## src/pkg/lss_map.svh

```systemverilog
/*
  constants of the segment shift and latch block: widths, depths, sync length
  and timing counts. assumes inclusion by bare name from package and modules.
*/
`ifndef LSS_MAP_SVH
`define LSS_MAP_SVH

`define LSS_HALF_BITS       20
`define LSS_ALL_BITS        40
`define LSS_SYNC_STAGES     3
`define LSS_FIFO_WIDTH      2
`define LSS_FIFO_DEPTH      4
`define LSS_CLK_PERIOD_NS   8
`define LSS_SETUP_NS        50
`define LSS_SETUP_CYC       ((`LSS_SETUP_NS + `LSS_CLK_PERIOD_NS - 1) / `LSS_CLK_PERIOD_NS)

`endif

```

## src/pkg/lss_pkg.sv

```systemverilog
/*
  types of the segment shift and latch block.
  assumes lss_map.svh on the include path.
*/
`default_nettype none
`include "lss_map.svh"

package lss_pkg;

  // 2-bit drive-level code for the external analog switch stage
  typedef enum logic [1:0]
  {
    LSS_LVL_TOP        = 2'h0,
    LSS_LVL_TWO_THIRDS = 2'h1,
    LSS_LVL_ONE_THIRD  = 2'h3,
    LSS_LVL_LOWEST     = 2'h2
  } lss_level_t;

  // one fifo word: bit for each half, taken at the same shift edge
  typedef struct packed
  {
    logic bit_high;
    logic bit_low;
  } lss_pair_t;

  // pin inputs after the three-stage synchronisers
  typedef struct packed
  {
    logic [`LSS_SYNC_STAGES-1:0] clk_s;
    logic [`LSS_SYNC_STAGES-1:0] lo_s;
    logic [`LSS_SYNC_STAGES-1:0] hi_s;
    logic [`LSS_SYNC_STAGES-1:0] ld_s;
    logic [`LSS_SYNC_STAGES-1:0] df_s;
  } lss_sync_t;

  function automatic lss_level_t lss_level_of(input logic sel, input logic alt);
    lss_level_t lvl;
    lvl = LSS_LVL_TOP;
    if (sel && alt)
      lvl = LSS_LVL_LOWEST;
    else if (sel)
      lvl = LSS_LVL_TOP;
    else if (alt)
      lvl = LSS_LVL_ONE_THIRD;
    else
      lvl = LSS_LVL_TWO_THIRDS;
    return lvl;
  endfunction

endpackage

`default_nettype wire

```

## src/logic/lss_fifo.sv

```systemverilog
/*
  small fifo with registered read data, valid and ready on both sides.
  assumes one clock and an active-low asynchronous reset.
*/
`default_nettype none
`include "lss_map.svh"

module lss_fifo #(
  parameter int WIDTH = `LSS_FIFO_WIDTH,
  parameter int DEPTH = `LSS_FIFO_DEPTH
) (
  input  wire logic             ref_clk,
  input  wire logic             reset_n,
  input  wire logic [WIDTH-1:0] in_data,
  input  wire logic             in_valid,
  output logic                  in_ready,
  output logic      [WIDTH-1:0] out_data,
  output logic                  out_valid,
  input  wire logic             out_ready
);

  localparam int PW = $clog2(DEPTH);

  typedef struct packed
  {
    logic [DEPTH-1:0][WIDTH-1:0] mem;
    logic [PW-1:0]               wptr;
    logic [PW-1:0]               rptr;
    logic [PW:0]                 count;
    logic [WIDTH-1:0]            out_data;
    logic                        out_valid;
  } lss_fifo_state_t;

  lss_fifo_state_t st_r;
  lss_fifo_state_t st_nxt;
  logic            push;
  logic            pop;

  ////////////////////////////////////////////////////////////////////////////
  // storage full means no push; output register refills as soon as it drains
  assign in_ready  = (st_r.count != DEPTH[PW:0]);
  assign out_data  = st_r.out_data;
  assign out_valid = st_r.out_valid;

  always_comb
  begin
    st_nxt = st_r;
    push   = in_valid && in_ready;
    pop    = (st_r.count != '0) && (!st_r.out_valid || out_ready);
    if (push)
    begin
      st_nxt.mem[st_r.wptr] = in_data;
      st_nxt.wptr           = st_r.wptr + 1'b1;
    end
    if (pop)
    begin
      st_nxt.out_data  = st_r.mem[st_r.rptr];
      st_nxt.out_valid = 1'b1;
      st_nxt.rptr      = st_r.rptr + 1'b1;
    end
    else if (out_ready)
      st_nxt.out_valid = 1'b0;
    if (push && !pop)
      st_nxt.count = st_r.count + 1'b1;
    else if (pop && !push)
      st_nxt.count = st_r.count - 1'b1;
  end

  always_ff @(posedge ref_clk or negedge reset_n)
  begin
    if (!reset_n)
      st_r <= '0;
    else
      st_r <= st_nxt;
  end

  count_bound_a: assert property (@(posedge ref_clk) disable iff (!reset_n)
    st_r.count <= DEPTH[PW:0])
    else $error("fifo count above depth");

endmodule

`default_nettype wire

```

## src/logic/lss_top.sv

```systemverilog
/*
  serial-in, parallel-out segment data path: two 20-bit shift registers on
  the falling shift clock edge, a 40-bit level latch and a 2-bit drive code
  per output. assumes every pin input is asynchronous to ref_clk and far
  slower than it; shift events queue in a 4-word fifo before the registers.
*/
// Summary of operation
// [RULE_01] low-half input shifts positions 1 to 20
// [RULE_02] one shift clock advances both halves
// [RULE_03] data sampled on falling shift clock edge
// [RULE_04] low cascade output is stage 20
// [RULE_05] high cascade output is last high stage
// [RULE_06] looped cascade forms one 40-bit register
// [RULE_07] load high makes latch transparent
// [RULE_08] load low holds latched pattern
// [RULE_09] output order matches shift stage order
// [RULE_10] latched bit and alternation pick level
// [RULE_11] two-bit level code per output
// [RULE_12] each stage takes previous, stage one input
`default_nettype none
`include "lss_map.svh"

module lss_top
  import lss_pkg::*;
(
  input  wire logic                         ref_clk,
  input  wire logic                         reset_n,
  input  wire logic                         serial_in_low_half,
  input  wire logic                         serial_in_high_half,
  input  wire logic                         shift_clock,
  input  wire logic                         load,
  input  wire logic                         frame_alternation,
  output logic                              cascade_out_low_half,
  output logic                              cascade_out_high_half,
  output lss_level_t [`LSS_ALL_BITS-1:0]    segment_outputs,
  output logic                              overrun_flag
);

  typedef struct packed
  {
    lss_sync_t                          sync;
    logic                               clk_q;
    logic                               ld_q;
    logic                               df_q;
    logic [`LSS_HALF_BITS-1:0]          lo;
    logic [`LSS_HALF_BITS-1:0]          hi;
    logic [`LSS_ALL_BITS-1:0]           latch;
    lss_level_t [`LSS_ALL_BITS-1:0]     seg;
    logic                               overrun;
    logic                               pace;
  } lss_state_t;

  lss_state_t st_r;
  lss_state_t st_nxt;
  logic       shift_fire;
  lss_pair_t  push_pair;
  logic       push_ready;
  lss_pair_t  pop_pair;
  logic       pop_valid;
  logic       pop_ready;
  logic       pop_take;

  ////////////////////////////////////////////////////////////////////////////
  // pin synchronisers: a clock, load or alternation change counts once stages two and three agree

  always_comb
  begin
    st_nxt            = st_r;
    st_nxt.sync.clk_s = {st_r.sync.clk_s[1:0], shift_clock};
    st_nxt.sync.lo_s  = {st_r.sync.lo_s[1:0], serial_in_low_half};
    st_nxt.sync.hi_s  = {st_r.sync.hi_s[1:0], serial_in_high_half};
    st_nxt.sync.ld_s  = {st_r.sync.ld_s[1:0], load};
    st_nxt.sync.df_s  = {st_r.sync.df_s[1:0], frame_alternation};
    if (st_r.sync.clk_s[1] == st_r.sync.clk_s[2])
      st_nxt.clk_q = st_r.sync.clk_s[2];
    if (st_r.sync.ld_s[1] == st_r.sync.ld_s[2])
      st_nxt.ld_q = st_r.sync.ld_s[2];
    if (st_r.sync.df_s[1] == st_r.sync.df_s[2])
      st_nxt.df_q = st_r.sync.df_s[2];

    // data travels through the same three stages as the clock, so the bit
    // seen at the detected edge is the one that met set-up and hold
    shift_fire         = st_r.clk_q && (st_r.sync.clk_s[1] == 1'b0)
                         && (st_r.sync.clk_s[2] == 1'b0); // RULE_03
    push_pair.bit_low  = st_r.sync.lo_s[2]; // RULE_01
    push_pair.bit_high = st_r.sync.hi_s[2];

    // a full queue can only follow a shift clock far above the rated rate
    if (shift_fire && !push_ready)
      st_nxt.overrun = 1'b1;

    // drain paced at half rate; stalls the fifo so bursts really queue up
    st_nxt.pace = !st_r.pace;
    pop_ready   = st_r.pace;
    pop_take    = pop_valid && pop_ready;

    ////////////////////////////////////////////////////////////////////////////
    // shift registers: one queued edge advances both halves together
    if (pop_take)
    begin
      st_nxt.lo = {st_r.lo[`LSS_HALF_BITS-2:0], pop_pair.bit_low}; // RULE_02 RULE_12
      st_nxt.hi = {st_r.hi[`LSS_HALF_BITS-2:0], pop_pair.bit_high}; // RULE_02 RULE_12
    end

    ////////////////////////////////////////////////////////////////////////////
    // level latch: follows the registers while load is high, else holds
    if (st_r.ld_q)
      st_nxt.latch = {st_r.hi, st_r.lo}; // RULE_07 RULE_09
    // load low keeps the latch untouched by shifting // RULE_08

    for (int k = 0; k < `LSS_ALL_BITS; k++)
      st_nxt.seg[k] = lss_level_of(st_r.latch[k], st_r.df_q); // RULE_10 RULE_11
  end

  always_ff @(posedge ref_clk or negedge reset_n)
  begin
    if (!reset_n)
      st_r <= '0;
    else
      st_r <= st_nxt;
  end

  ////////////////////////////////////////////////////////////////////////////
  // edge queue

  lss_fifo #(
    .WIDTH (`LSS_FIFO_WIDTH),
    .DEPTH (`LSS_FIFO_DEPTH)
  ) u_edge_fifo (
    .ref_clk   (ref_clk),
    .reset_n   (reset_n),
    .in_data   (push_pair),
    .in_valid  (shift_fire),
    .in_ready  (push_ready),
    .out_data  (pop_pair),
    .out_valid (pop_valid),
    .out_ready (pop_ready)
  );

  // when the low cascade is wired to the high input the halves chain into one
  // 40-bit register, stage 20 feeding stage 21 on the same edge // RULE_06
  assign cascade_out_low_half  = st_r.lo[`LSS_HALF_BITS-1]; // RULE_04
  assign cascade_out_high_half = st_r.hi[`LSS_HALF_BITS-1]; // RULE_05
  assign segment_outputs       = st_r.seg;
  assign overrun_flag          = st_r.overrun;

  ////////////////////////////////////////////////////////////////////////////
  // checks

  low_entry_a: assert property (@(posedge ref_clk) disable iff (!reset_n) // RULE_01
    pop_take |=> st_r.lo[0] == $past(pop_pair.bit_low))
    else $error("low half stage one missed the input bit");

  both_advance_a: assert property (@(posedge ref_clk) disable iff (!reset_n) // RULE_02
    pop_take |=> (st_r.hi[`LSS_HALF_BITS-1:1] == $past(st_r.hi[`LSS_HALF_BITS-2:0]))
      && (st_r.lo[`LSS_HALF_BITS-1:1] == $past(st_r.lo[`LSS_HALF_BITS-2:0])))
    else $error("halves did not advance together");

  fall_edge_a: assert property (@(posedge ref_clk) disable iff (!reset_n) // RULE_03
    shift_fire |=> !st_r.clk_q ##1 !shift_fire)
    else $error("shift taken on something other than a falling edge");

  low_cascade_a: assert property (@(posedge ref_clk) disable iff (!reset_n) // RULE_04
    pop_take |=> cascade_out_low_half == $past(st_r.lo[`LSS_HALF_BITS-2]))
    else $error("low cascade not fed from stage 19");

  high_cascade_a: assert property (@(posedge ref_clk) disable iff (!reset_n) // RULE_05
    !pop_take |=> $stable(cascade_out_high_half))
    else $error("high cascade moved without a shift");

  transparent_a: assert property (@(posedge ref_clk) disable iff (!reset_n) // RULE_07
    st_r.ld_q |=> st_r.latch == $past({st_r.hi, st_r.lo}))
    else $error("latch not transparent with load high");

  hold_latch_a: assert property (@(posedge ref_clk) disable iff (!reset_n) // RULE_08
    !st_r.ld_q ##1 (!st_r.ld_q && $stable(st_r.df_q))
      |=> $stable(st_r.latch) && $stable(segment_outputs[7]))
    else $error("latch changed with load low");

  level_map_a: assert property (@(posedge ref_clk) disable iff (!reset_n) // RULE_10
    $past(reset_n) |->
      segment_outputs[0] == lss_level_of($past(st_r.latch[0]), $past(st_r.df_q)))
    else $error("first output level wrong");

  order_a: assert property (@(posedge ref_clk) disable iff (!reset_n) // RULE_09
    st_r.ld_q ##1 st_r.ld_q |=> (segment_outputs[39] == lss_level_of(
      $past(st_r.hi[`LSS_HALF_BITS-1], 2), $past(st_r.df_q)))
      && (segment_outputs[20] == lss_level_of($past(st_r.hi[0], 2), $past(st_r.df_q))))
    else $error("output order differs from stage order");

  code_map_a: assert property (@(posedge ref_clk) disable iff (!reset_n) // RULE_11
    (st_r.latch[5] && !st_r.df_q) |=> segment_outputs[5] == LSS_LVL_TOP)
    else $error("selected with alternation low is not top level");

endmodule

`default_nettype wire

```

## config.mk

```make
export PLATFORM = sky130hd
export DESIGN_NAME = lss_top
export DESIGN_NICKNAME = d
export VERILOG_FILES = /design/src/pkg/lss_pkg.sv /design/src/logic/lss_fifo.sv /design/src/logic/lss_top.sv
export VERILOG_INCLUDE_DIRS = /design/src /design/src/pkg
export SDC_FILE = /design/constraint.sdc
export NUM_CORES = 1
export LEC_CHECK = 0
export BUFFER_PORTS_ARGS = -buffer_cell sky130_fd_sc_hd__buf_2
export CORE_MARGIN = 4
export CORE_UTILIZATION = 52
export DETAILED_ROUTE_END_ITERATION = 7
export HOLD_SLACK_MARGIN = 0.12
export PLACE_DENSITY = 0.83
export SETUP_SLACK_MARGIN = 0.02
export SLEW_MARGIN = 20
export SYNTH_ARGS = -nofsm -noshare
export SYNTH_HDL_FRONTEND = slang
export SYNTH_SLANG_ARGS = --single-unit
```

## constraint.sdc

```tcl
create_clock -name ref_clk -period 2.2 [get_ports ref_clk]
set_input_delay 0.22 -clock ref_clk [delete_from_list [all_inputs] [get_ports ref_clk]]
set_output_delay 0.22 -clock ref_clk [all_outputs]
set_load 0.03 [all_outputs]
```

Word level (Yosys, flattened, before mapping)
Index checks and enable logic that the tools add are counted.
W data, S select, Z words.
{"block": "word_totals", "regBits": 198, "output_inout_bits": 83, "input_bits": 7, "elab_cells": 223}
{"block": "classes", "bitwise": 2, "n_mux": 90, "n_addsub": 4, "eq_ne": 4, "reduce_logical": 58, "magnitude_cmp": 3}
{"cell": "$mux W2", "count": 83}
{"cell": "$logic_and A1 B1 Y1", "count": 49}
{"cell": "$bwmux W8", "count": 1}
{"cell": "$lt A2 B3 Y1 const B", "count": 2}
{"cell": "$mux W3", "count": 2}
{"cell": "$logic_not A1 Y1", "count": 5}
{"cell": "$add A2 B1 Y2 const B", "count": 2}
{"cell": "$bmux W2 S2", "count": 1}
{"cell": "$demux W2 S2", "count": 1}
{"cell": "$reduce_bool A2 Y1", "count": 2}
{"cell": "$add A3 B1 Y3 const B", "count": 1}
{"cell": "$eq A1 B1 Y1", "count": 3}
{"cell": "$ne A3 B3 Y1 const B", "count": 1}
{"cell": "$reduce_bool A3 Y1", "count": 1}
{"cell": "$sub A3 B1 Y3 const B", "count": 1}
{"cell": "$ge A2 B1 Y1 const B", "count": 1}
{"cell": "$mux W1", "count": 2}
{"cell": "$not A1 Y1", "count": 2}
{"cell": "$logic_or A1 B1 Y1", "count": 1}

Longest topological paths before layout
Gate-level depths: netlist (run 1).
{"block": "depth", "depth_word": 8, "mapped_depth": 9, "ltp_nobuf": 9}

By module
Synthesis (run 1) repeated with hierarchy kept, for this count alone.
{"block": "hier_totals", "hier_cells": 549, "area_unflattened_um2": 7427.1}
{"mod": "lss_top", "seq_area_each_um2": 4504.3, "cells_each": 485, "instances": 1, "area_per_inst_um2": 6516.2}
{"mod": "lss_fifo", "seq_area_each_um2": 450.4, "cells_each": 64, "instances": 1, "area_per_inst_um2": 910.9}

Worst setup path before layout (run 1)
No wires, ideal clock.
{"block": "synth_timing", "path_kind": "register to register", "start": "register u_edge_fifo.st_r[3] (netlist name)", "end": "register u_edge_fifo.st_r[4] (netlist name)", "arrival_time_ps": 1912, "setup_time_ps": 125, "setup_slack_ps": 163, "path_stages_with_launch": 8, "required_time_ps": 2075, "path_buffers": 0, "period_less_slack_ps": 2037, "path_cell_list": "dfrtp_1 > or3b_4 > nand2_2 > inv_1 > ha_1 > inv_1 > fa_1 > mux2_2"}
{"element": "start, declared", "line": "lss_fifo.sv:34", "text": "lss_fifo_state_t st_r;"}
{"element": "start signal, assigned", "line": "lss_fifo.sv:74", "text": "st_r <= st_nxt;"}

==> key figures, run 1 <==
Outcome
  – Outcome: finished, final reports clean

Synth
  – Post-synth EDFFs: 0
  – Synth area leaders: dfrtp_1, buf_4, mux2_2
  – Synth warn: 0
  – Netlist Area Pre-Place: 7230 um2
  – Post-synth top area share: 68.5%
  – Sequential fraction of the synthesis area: 68.5%
  – Most used DFF post-synth: dfrtp_1
  – Syn Area/Cell: 13.2 um2
  – Synth cell types: 25
  – FFs w/ async S/R, synth: 100%
  – #FFs+latches synth: 198
  – Synth area leader: dfrtp_1
  – Syn Nets: between 500 and 600
  – Cell count after synthesis: 546

Floorplanning
  – Ports: 90
  – Die Y: 126 um
  – Die W: ~130 um
  – Die Area: approximately 16000 um2
  – CORE AREA: 13500 um2
  – Placement Rows: 42
  – Effective utilization at floorplan: 53.7%

Drt
  – Residual DRC count: 0
  – Vias: approximately 3300
  – Routed Antenna Nets: 0
  – Routed len/inst: 13.5 um
  – DR iter-0 viols: 198
  – Drt pass-1 iters: 4
  – Total Routed Length: ~10000 um
  – Vias per cell: 4.62

Clock tree
  – CTS tree: built
  – H-tree lvl count: 4
  – Clock transition at path regs: 60 ps
  – Root buffer cell: clkbuf_16
  – CTS buffer count: 17
  – Later-pin clock latency in the skew report: 420 ps
  – CTS Buffer Depth: 2
  – CTS sink cnt: 198

Critical path
  – CP Cell Sequence: or3b_4 -> nand2_2 -> inv_1 -> ha_1 -> inv_1 -> fa_1 -> mux2_2
  – CP startpoint kind: flip-flop
  – Reg2Reg Depth: 7
  – Crit path from: u_edge_fifo.st_r[4]
  – CP max FO: 5
  – CP endpoint kind: flip-flop
  – WS Path Type: reg2reg
  – Slowest-stage cell, CP: dfrtp_2
  – Flop-to-flop setup slack: approximately 90 ps
  – Slowest stage delay, CP: roughly 450 ps
  – Worst path arrival time: approximately 2400 ps
  – Critical R2R Launch: u_edge_fifo.st_r[4]
  – Worst EP required: around 2500 ps
  – Reg2reg end: u_edge_fifo.st_r[4]
  – Most used cell along the critical path: inv_1

Timing
  – Slew Viols, Final: 0
  – Total negative slack: 0 ps
  – Hold Worst Slack: 348 ps
  – Slew HR: a little under three fifths
  – RSZ-0062 raised after global routing: no
  – Max Clock Freq: 474 MHz
  – Fin crit share: approximately 96%
  – Least-Margin Pin Slew: 639 ps
  – Min cycle time layout: around 2100 ps
  – Clock Skew: 4.56 ps
  – Fin. Hold Viols: 0
  – Worst setup margin: 89.9 ps
  – Setup Viol. Count Final: 0

Layout
  – Most frequent cells in the layout: dfrtp_1, buf_2, inv_1
  – Most common cell after layout, fill and taps aside: dfrtp_1
  – Share of layout cells above drive strength 1: between 30% and 40%
  – Final nets: 550
  – Ant diodes: 0
  – FF+latch area: 4960 um2
  – Fillers: 1047
  – Multi-input logic area: 1290 um2
  – Utilization after layout: between 50 and 60%
  – P&R area growth vs syn: 9.54%
  – Non-Filler Cell Area, Final: roughly 8000 um2
  – Post-Layout Cell Count: approximately 720

Placement
  – Pre-CTS setup slack: 92.2 ps
  – Port Buffer Count: slightly below 90
  – Area post-placement: 7220 um2
  – Hpwl dp: 6420 um
  – Gp weighted congestion: 0.758
  – Cells after DPL: 685

Global routing
  – Total congestion overflow: 0
  – Initial antenna violation count: 0
  – First-pass GRT wire length: 17200 um
  – Pin count of the biggest net entering global routing: slightly below 80
  – Number of global-route vias before repair: 3615
  – All-Layer GR Usage: 13.8%

Job
  – Max Cap Viol: 0

Min path
  – Hold wc startpoint: st_nxt[166]
  – Worst min path class: reg2reg
  – Hold EP: st_nxt[167]
  – Hold depth: 0

Power
  – Pwr Density: between 1000 and 1500 nW/um2
  – Tot Pwr: 11.1 mW
  – Peak supply drop: 479 uV
  – Leakage power: between 3 and 4 nW
-- routing by layer --
metal / GRT usage (%) / vias up / share of wire [%]
li1: - / 1578 / -
met3: 4.36 / 15 / 4.3
met2: 23.1 / 63 / 53
met4: 6.62 / 0 / 2.0
met1: 16.2 / 1687 / 41
met5: 0 / - / 0
-- cells by family (layout without fill, tap and decap cells) --
group	after synthesis	after routing	synth area share, %
flip-flops	198	198	68.5
buffers and inverters	183	184	13.7
multiplexers	54	54	8.83
AND/OR/NAND/NOR	54	54	3.60
AO/OA/AOI/OAI	42	42	3.01
adder cells (fa/ha/maj)	9	9	1.56
XOR/XNOR	6	6	0.727
-- cell type report --
type / instances / share of cell area, %
Clock buffer: 20 / 5.77
Sequential cell: 198 / 62.6
Clock inverter: 9 / 1.93
Multi-Input combinational cell: 165 / 16.3
Timing Repair Buffer: 109 / 8.45
Tap cell: 176 / 2.78
Inverter: 46 / 2.18
-- power by group --
| group | switching, mW | internal, mW |
|---|---|---|
| Clock | 1.21 | 1.94 |
| Combinational | 1.61 | 1.00 |
| Sequential | 0.545 | 4.78 |
| Total | 3.36 | 7.72 |
-- cell usage after synthesis, drive strengths merged (3+ instances only) --
| library cell | number |
|---|---|
| xnor2 | 3 |
| nand2 | 43 |
| buf | 84 |
| xor2 | 3 |
| mux2 | 52 |
| maj3 | 3 |
| dfrtp | 198 |
| nand3 | 4 |
| ha | 5 |
| o21ai | 40 |
| clkbuf | 53 |
| inv | 46 |
-- worst max path at each step --
stage	endpoint	slack (ps)	cells past startpoint
floorplan	u_edge_fifo.st_r[4]	160	7
global placement	u_edge_fifo.st_r[4]	160	7
detailed placement	u_edge_fifo.st_r[5]	90	9
CTS	u_edge_fifo.st_r[5]	80	9
global route	u_edge_fifo.st_r[4]	10	7
finish	u_edge_fifo.st_r[4]	90	7
-- worst max-delay path: cells and delay by family, from the launching register on --
kind,cells,cell delay (ps)
DFF,1,450
muxes,1,270
and+or+nand+nor,2,570
adders and majority gates,2,590
buffers and inverters,2,130
-- registers in the layout (all words and copies together) (netlist names) --
signal / cells
cascade_out_high_half: 1
st_r: 84
u_edge_fifo.out_data: 2
segment_outputs: 80
overrun_flag: 1
st_nxt: 10
cascade_out_low_half: 1
u_edge_fifo.st_r: 15
push_pair: 2
u_edge_fifo.out_valid: 1
pop_ready: 1
-- what timing repair did --
| action | CTS | global route |
|---|---|---|
| hold buffers | 6 | 0 |
| resized for setup | 0 | 2 |
| hold endpoints to repair | 78 | 0 |
| setup buffers | 0 | 3 |
| endpoints found under the setup margin | 0 | 2 |
(Power assumes the default switching activity.)
==> inputs of run 2 (changes only) <==
--- a/config.mk
+++ b/config.mk
@@ -12,6 +12,7 @@
 export DETAILED_ROUTE_END_ITERATION = 7
 export HOLD_SLACK_MARGIN = 0.12
 export PLACE_DENSITY = 0.83
+export REMOVE_ABC_BUFFERS = 1
 export SETUP_SLACK_MARGIN = 0.02
 export SLEW_MARGIN = 20
 export SYNTH_ARGS = -nofsm -noshare
==> constraint.sdc (replaced) <==
create_clock -name ref_clk -period 1.8 [get_ports ref_clk]
set_input_delay 0.18 -clock ref_clk [delete_from_list [all_inputs] [get_ports ref_clk]]
set_output_delay 0.18 -clock ref_clk [all_outputs]
set_load 0.03 [all_outputs]
==> run 2 against run 1 <==
The flow now finishes with violations (setup timing). Critical path depth did not move. Clock power rose by 25%. Register-to-register slack got worse by 260 ps. Via count rose by 2.5%. Core utilization rose by 0.74 points. Die area did not move. Power rose by 24%. Worst setup slack got worse by 260 ps. Global-route usage rose by 0.69 points. Sequential power rose by 22%.
==> key figures, run 2 (synthesis gave the netlist of run 1 again) <==
Clock tree
  – H-tree lvl count: 4 (unchanged)
  – Root buffer cell: clkbuf_16 (unchanged)
  – Later-pin clock latency in the skew report: 420 ps (about the same)
  – CTS buffer count: 17 (unchanged)
  – CTS tree: built (unchanged)
  – CTS sink cnt: 198 (unchanged)
  – Clock transition at path regs: 70 ps (was 60 ps)
  – CTS Buffer Depth: 2 (unchanged)

Outcome
  – Outcome: finished with violations (was finished, final reports clean)
  – Failing checks: setup timing

Layout
  – Flip-flop count of the largest register after layout: 84 (unchanged)
  – Share of layout cells above drive strength 1: 36.1% (was 34.2%)
  – Multi-input logic area: 1310 um2 (was 1290 um2)
  – Non-Filler Cell Area, Final: 8020 um2 (was 7920 um2)
  – Post-Layout Cell Count: 733 (was 723)
  – Fillers: 1026 (was 1047)
  – P&R area growth vs syn: 10.9% (was 9.54%)
  – Most frequent cells in the layout: dfrtp_1, buf_2, inv_1, mux2_2, nand2_1 (was dfrtp_1, buf_2, inv_1)
  – Most common cell after layout, fill and taps aside: dfrtp_1 (unchanged)
  – Reg with most FFs: st_r (unchanged)
  – Final nets: 557 (was 550)
  – Ant diodes: 0 (unchanged)
  – FF+latch area: 4960 um2 (about the same)

Timing
  – Clock Skew: 8.32 ps (was 4.56 ps)
  – RSZ-0062 raised after global routing: yes (was no)
  – Min cycle time layout: 1970 ps (was 2110 ps)
  – Least-Margin Pin Slew: 509 ps (was 639 ps)
  – Setup Viol. Count Final: 2 (was 0)
  – Max Clock Freq: 509 MHz (was 474 MHz)
  – Slew Viols, Final: 0 (unchanged)
  – Worst setup margin: -166 ps (was 89.9 ps)
  – Slew HR: 66.1% (was 57.4%)
  – Fin crit share: 109% (was 95.9%)
  – Fin. Hold Viols: 0 (unchanged)
  – Total negative slack: -280 ps (was 0 ps)

Global routing
  – Total congestion overflow: 0 (unchanged)
  – Initial antenna violation count: 0 (unchanged)
  – Met2 Resource Use GR: 22.8% (was 23.1%)
  – First-pass GRT wire length: 18400 um (was 17200 um)
  – Pin count of the biggest net entering global routing: 64 (was 79)
  – Met1 Usage GRT: 17.6% (was 16.2%)
  – Gr busiest metal: met2 (unchanged)
  – Met3 usage: 5.38% (was 4.36%)
  – All-Layer GR Usage: 14.5% (was 13.8%)
  – Number of global-route vias before repair: 3744 (was 3615)

Drt
  – Drt pass-1 iters: 4 (unchanged)
  – Routed len/inst: 14.2 um (was 13.5 um)
  – Vias: 3426 (was 3343)
  – Residual DRC count: 0 (unchanged)
  – Routed Antenna Nets: 0 (unchanged)
  – Vias per cell: 4.67 (was 4.62)
  – DR iter-0 viols: 239 (was 198)
  – Total Routed Length: 10400 um (was 9790 um)

Power
  – Leakage power: 3.72 nW (was 3.67 nW)
  – Clock share of power: 28.7% (was 28.4%)
  – Pwr Density: 1720 nW/um2 (was 1400 nW/um2)
  – Switching portion of total power: 30.8% (was 30.3%)
  – Logic pwr share: 23.9% (was 23.6%)
  – Net Sw Power: 4.23 mW (was 3.36 mW)
  – Sequential share of power: 47.3% (was 48.0%)
  – Peak supply drop: 1100 uV (was 479 uV)
  – Internal: 9.52 mW (was 7.72 mW)

Placement
  – Gp weighted congestion: 0.735 (was 0.758)
  – Hpwl dp: 6560 um (was 6420 um)
  – Port Buffer Count: 89 (unchanged)
  – Cells after DPL: 692 (was 685)
  – Area post-placement: 7270 um2 (was 7220 um2)

Floorplanning
  – Die Area: 15900 um2 (unchanged)
  – Placement Rows: 42 (unchanged)
  – Die Y: 126 um (unchanged)
  – Effective utilization at floorplan: 53.7% (unchanged)
  – Die W: 126 um (unchanged)
  – CORE AREA: 13500 um2 (unchanged)
  – Ports: 90 (unchanged)

Critical path
  – CP Cell Sequence: or3b_4 -> nand2_4 -> inv_4 -> ha_4 -> inv_2 -> fa_2 -> mux2_2 (was or3b_4 -> nand2_2 -> inv_1 -> ha_1 -> inv_1 -> fa_1 -> mux2_2)
  – Crit path from: u_edge_fifo.st_r[3] (was u_edge_fifo.st_r[4])
  – CP max FO: 3 (was 5)
  – CP startpoint kind: flip-flop (unchanged)
  – CP endpoint kind: flip-flop (unchanged)
  – Worst path arrival time: 2280 ps (was 2410 ps)
  – WS Path Type: reg2reg (unchanged)
  – Slowest stage delay, CP: 430 ps (was 450 ps)
  – Worst EP required: 2110 ps (was 2500 ps)
  – Critical R2R Launch: u_edge_fifo.st_r[3] (was u_edge_fifo.st_r[4])
  – Slowest-stage cell, CP: or3b_4 (was dfrtp_2)

Min path
  – Worst min path class: in2async (was reg2reg)

Job
  – Max Cap Viol: 0 (unchanged)
## run 2: changes by cell type in the layout (fill, tap and decap cells not counted), sizes merged
cell,before,now
clkinvlp,3,1
clkbuf,21,24
inv,46,49
buf,102,109
bufinv,4,3
## run 2: path summary, 6_finish.rpt
check	slack, ps	cells past startpoint	to
setup / recovery	-170	7	u_edge_fifo.st_r[4]
hold / removal	300	2	st_nxt[178]
setup reg to reg	-170	7	u_edge_fifo.st_r[4]
hold reg to reg	350	0	st_nxt[167]
max in group asynchronous	850	3	segment_outputs[57]
min in group ref_clk	350	0	st_nxt[167]
## run 2: area by class of cell
| type | instances | area share (%) |
|---|---|---|
| multi-input combinational | 165 | 16.3 |
| clock inverter | 9 | 1.72 |
| inverter | 46 | 2.18 |
| sequential | 198 | 61.8 |
| timing repair buffer | 116 | 9.00 |
| clock buffer | 23 | 6.21 |
| tap | 176 | 2.75 |
## run 2: metrics by stage
stage	util (%)	hold slack, ps	setup WS [ps]	power [mW]
2_1_floorplan	-	-116	-237	8.65
6_report	59.6	298	-166	13.8
3_3_place_gp	54.1	184	-111	9.62
3_5_place_dp	54.1	191	-169	9.84
4_1_cts	59.3	295	-156	13.9
5_1_grt	59.6	340	-206	14.5
## run 2: power by group through the flow
stage / Clock, mW / Combinational (mW) / Sequential [mW]
after floorplan: 0 / 1.24 / 7.41
after global placement: 0 / 3.13 / 6.49
after detailed placement: 0 / 3.26 / 6.58
after CTS: 4.04 / 3.31 / 6.52
after global routing: 4.24 / 3.62 / 6.67
final: 3.95 / 3.29 / 6.51
## run 2: critical path, delay by kind of cell (launching register included)
kind,cells,cell delay (ps)
buffers and inverters,2,90
flip-flops,1,410
adder cells (fa/ha/maj),2,570
AND/OR/NAND/NOR,2,520
multiplexers,1,260
## run 2: what timing repair did
item                                    4_1_cts  5_1_grt
pin swaps                                     2        6
hold buffers                                  6        0
setup buffers                                 1        2
hold endpoints to repair                     62        0
endpoints found under the setup margin        2        2
gates resized for setup                       1        8
## run 2: per-layer routing
metal	vias up	wire (um)	share of wire [%]
met5	-	0	0
met4	0	187	1.8
met3	16	778	7.5
met2	94	5160	50
met1	1716	4280	41
li1	1600	-	-
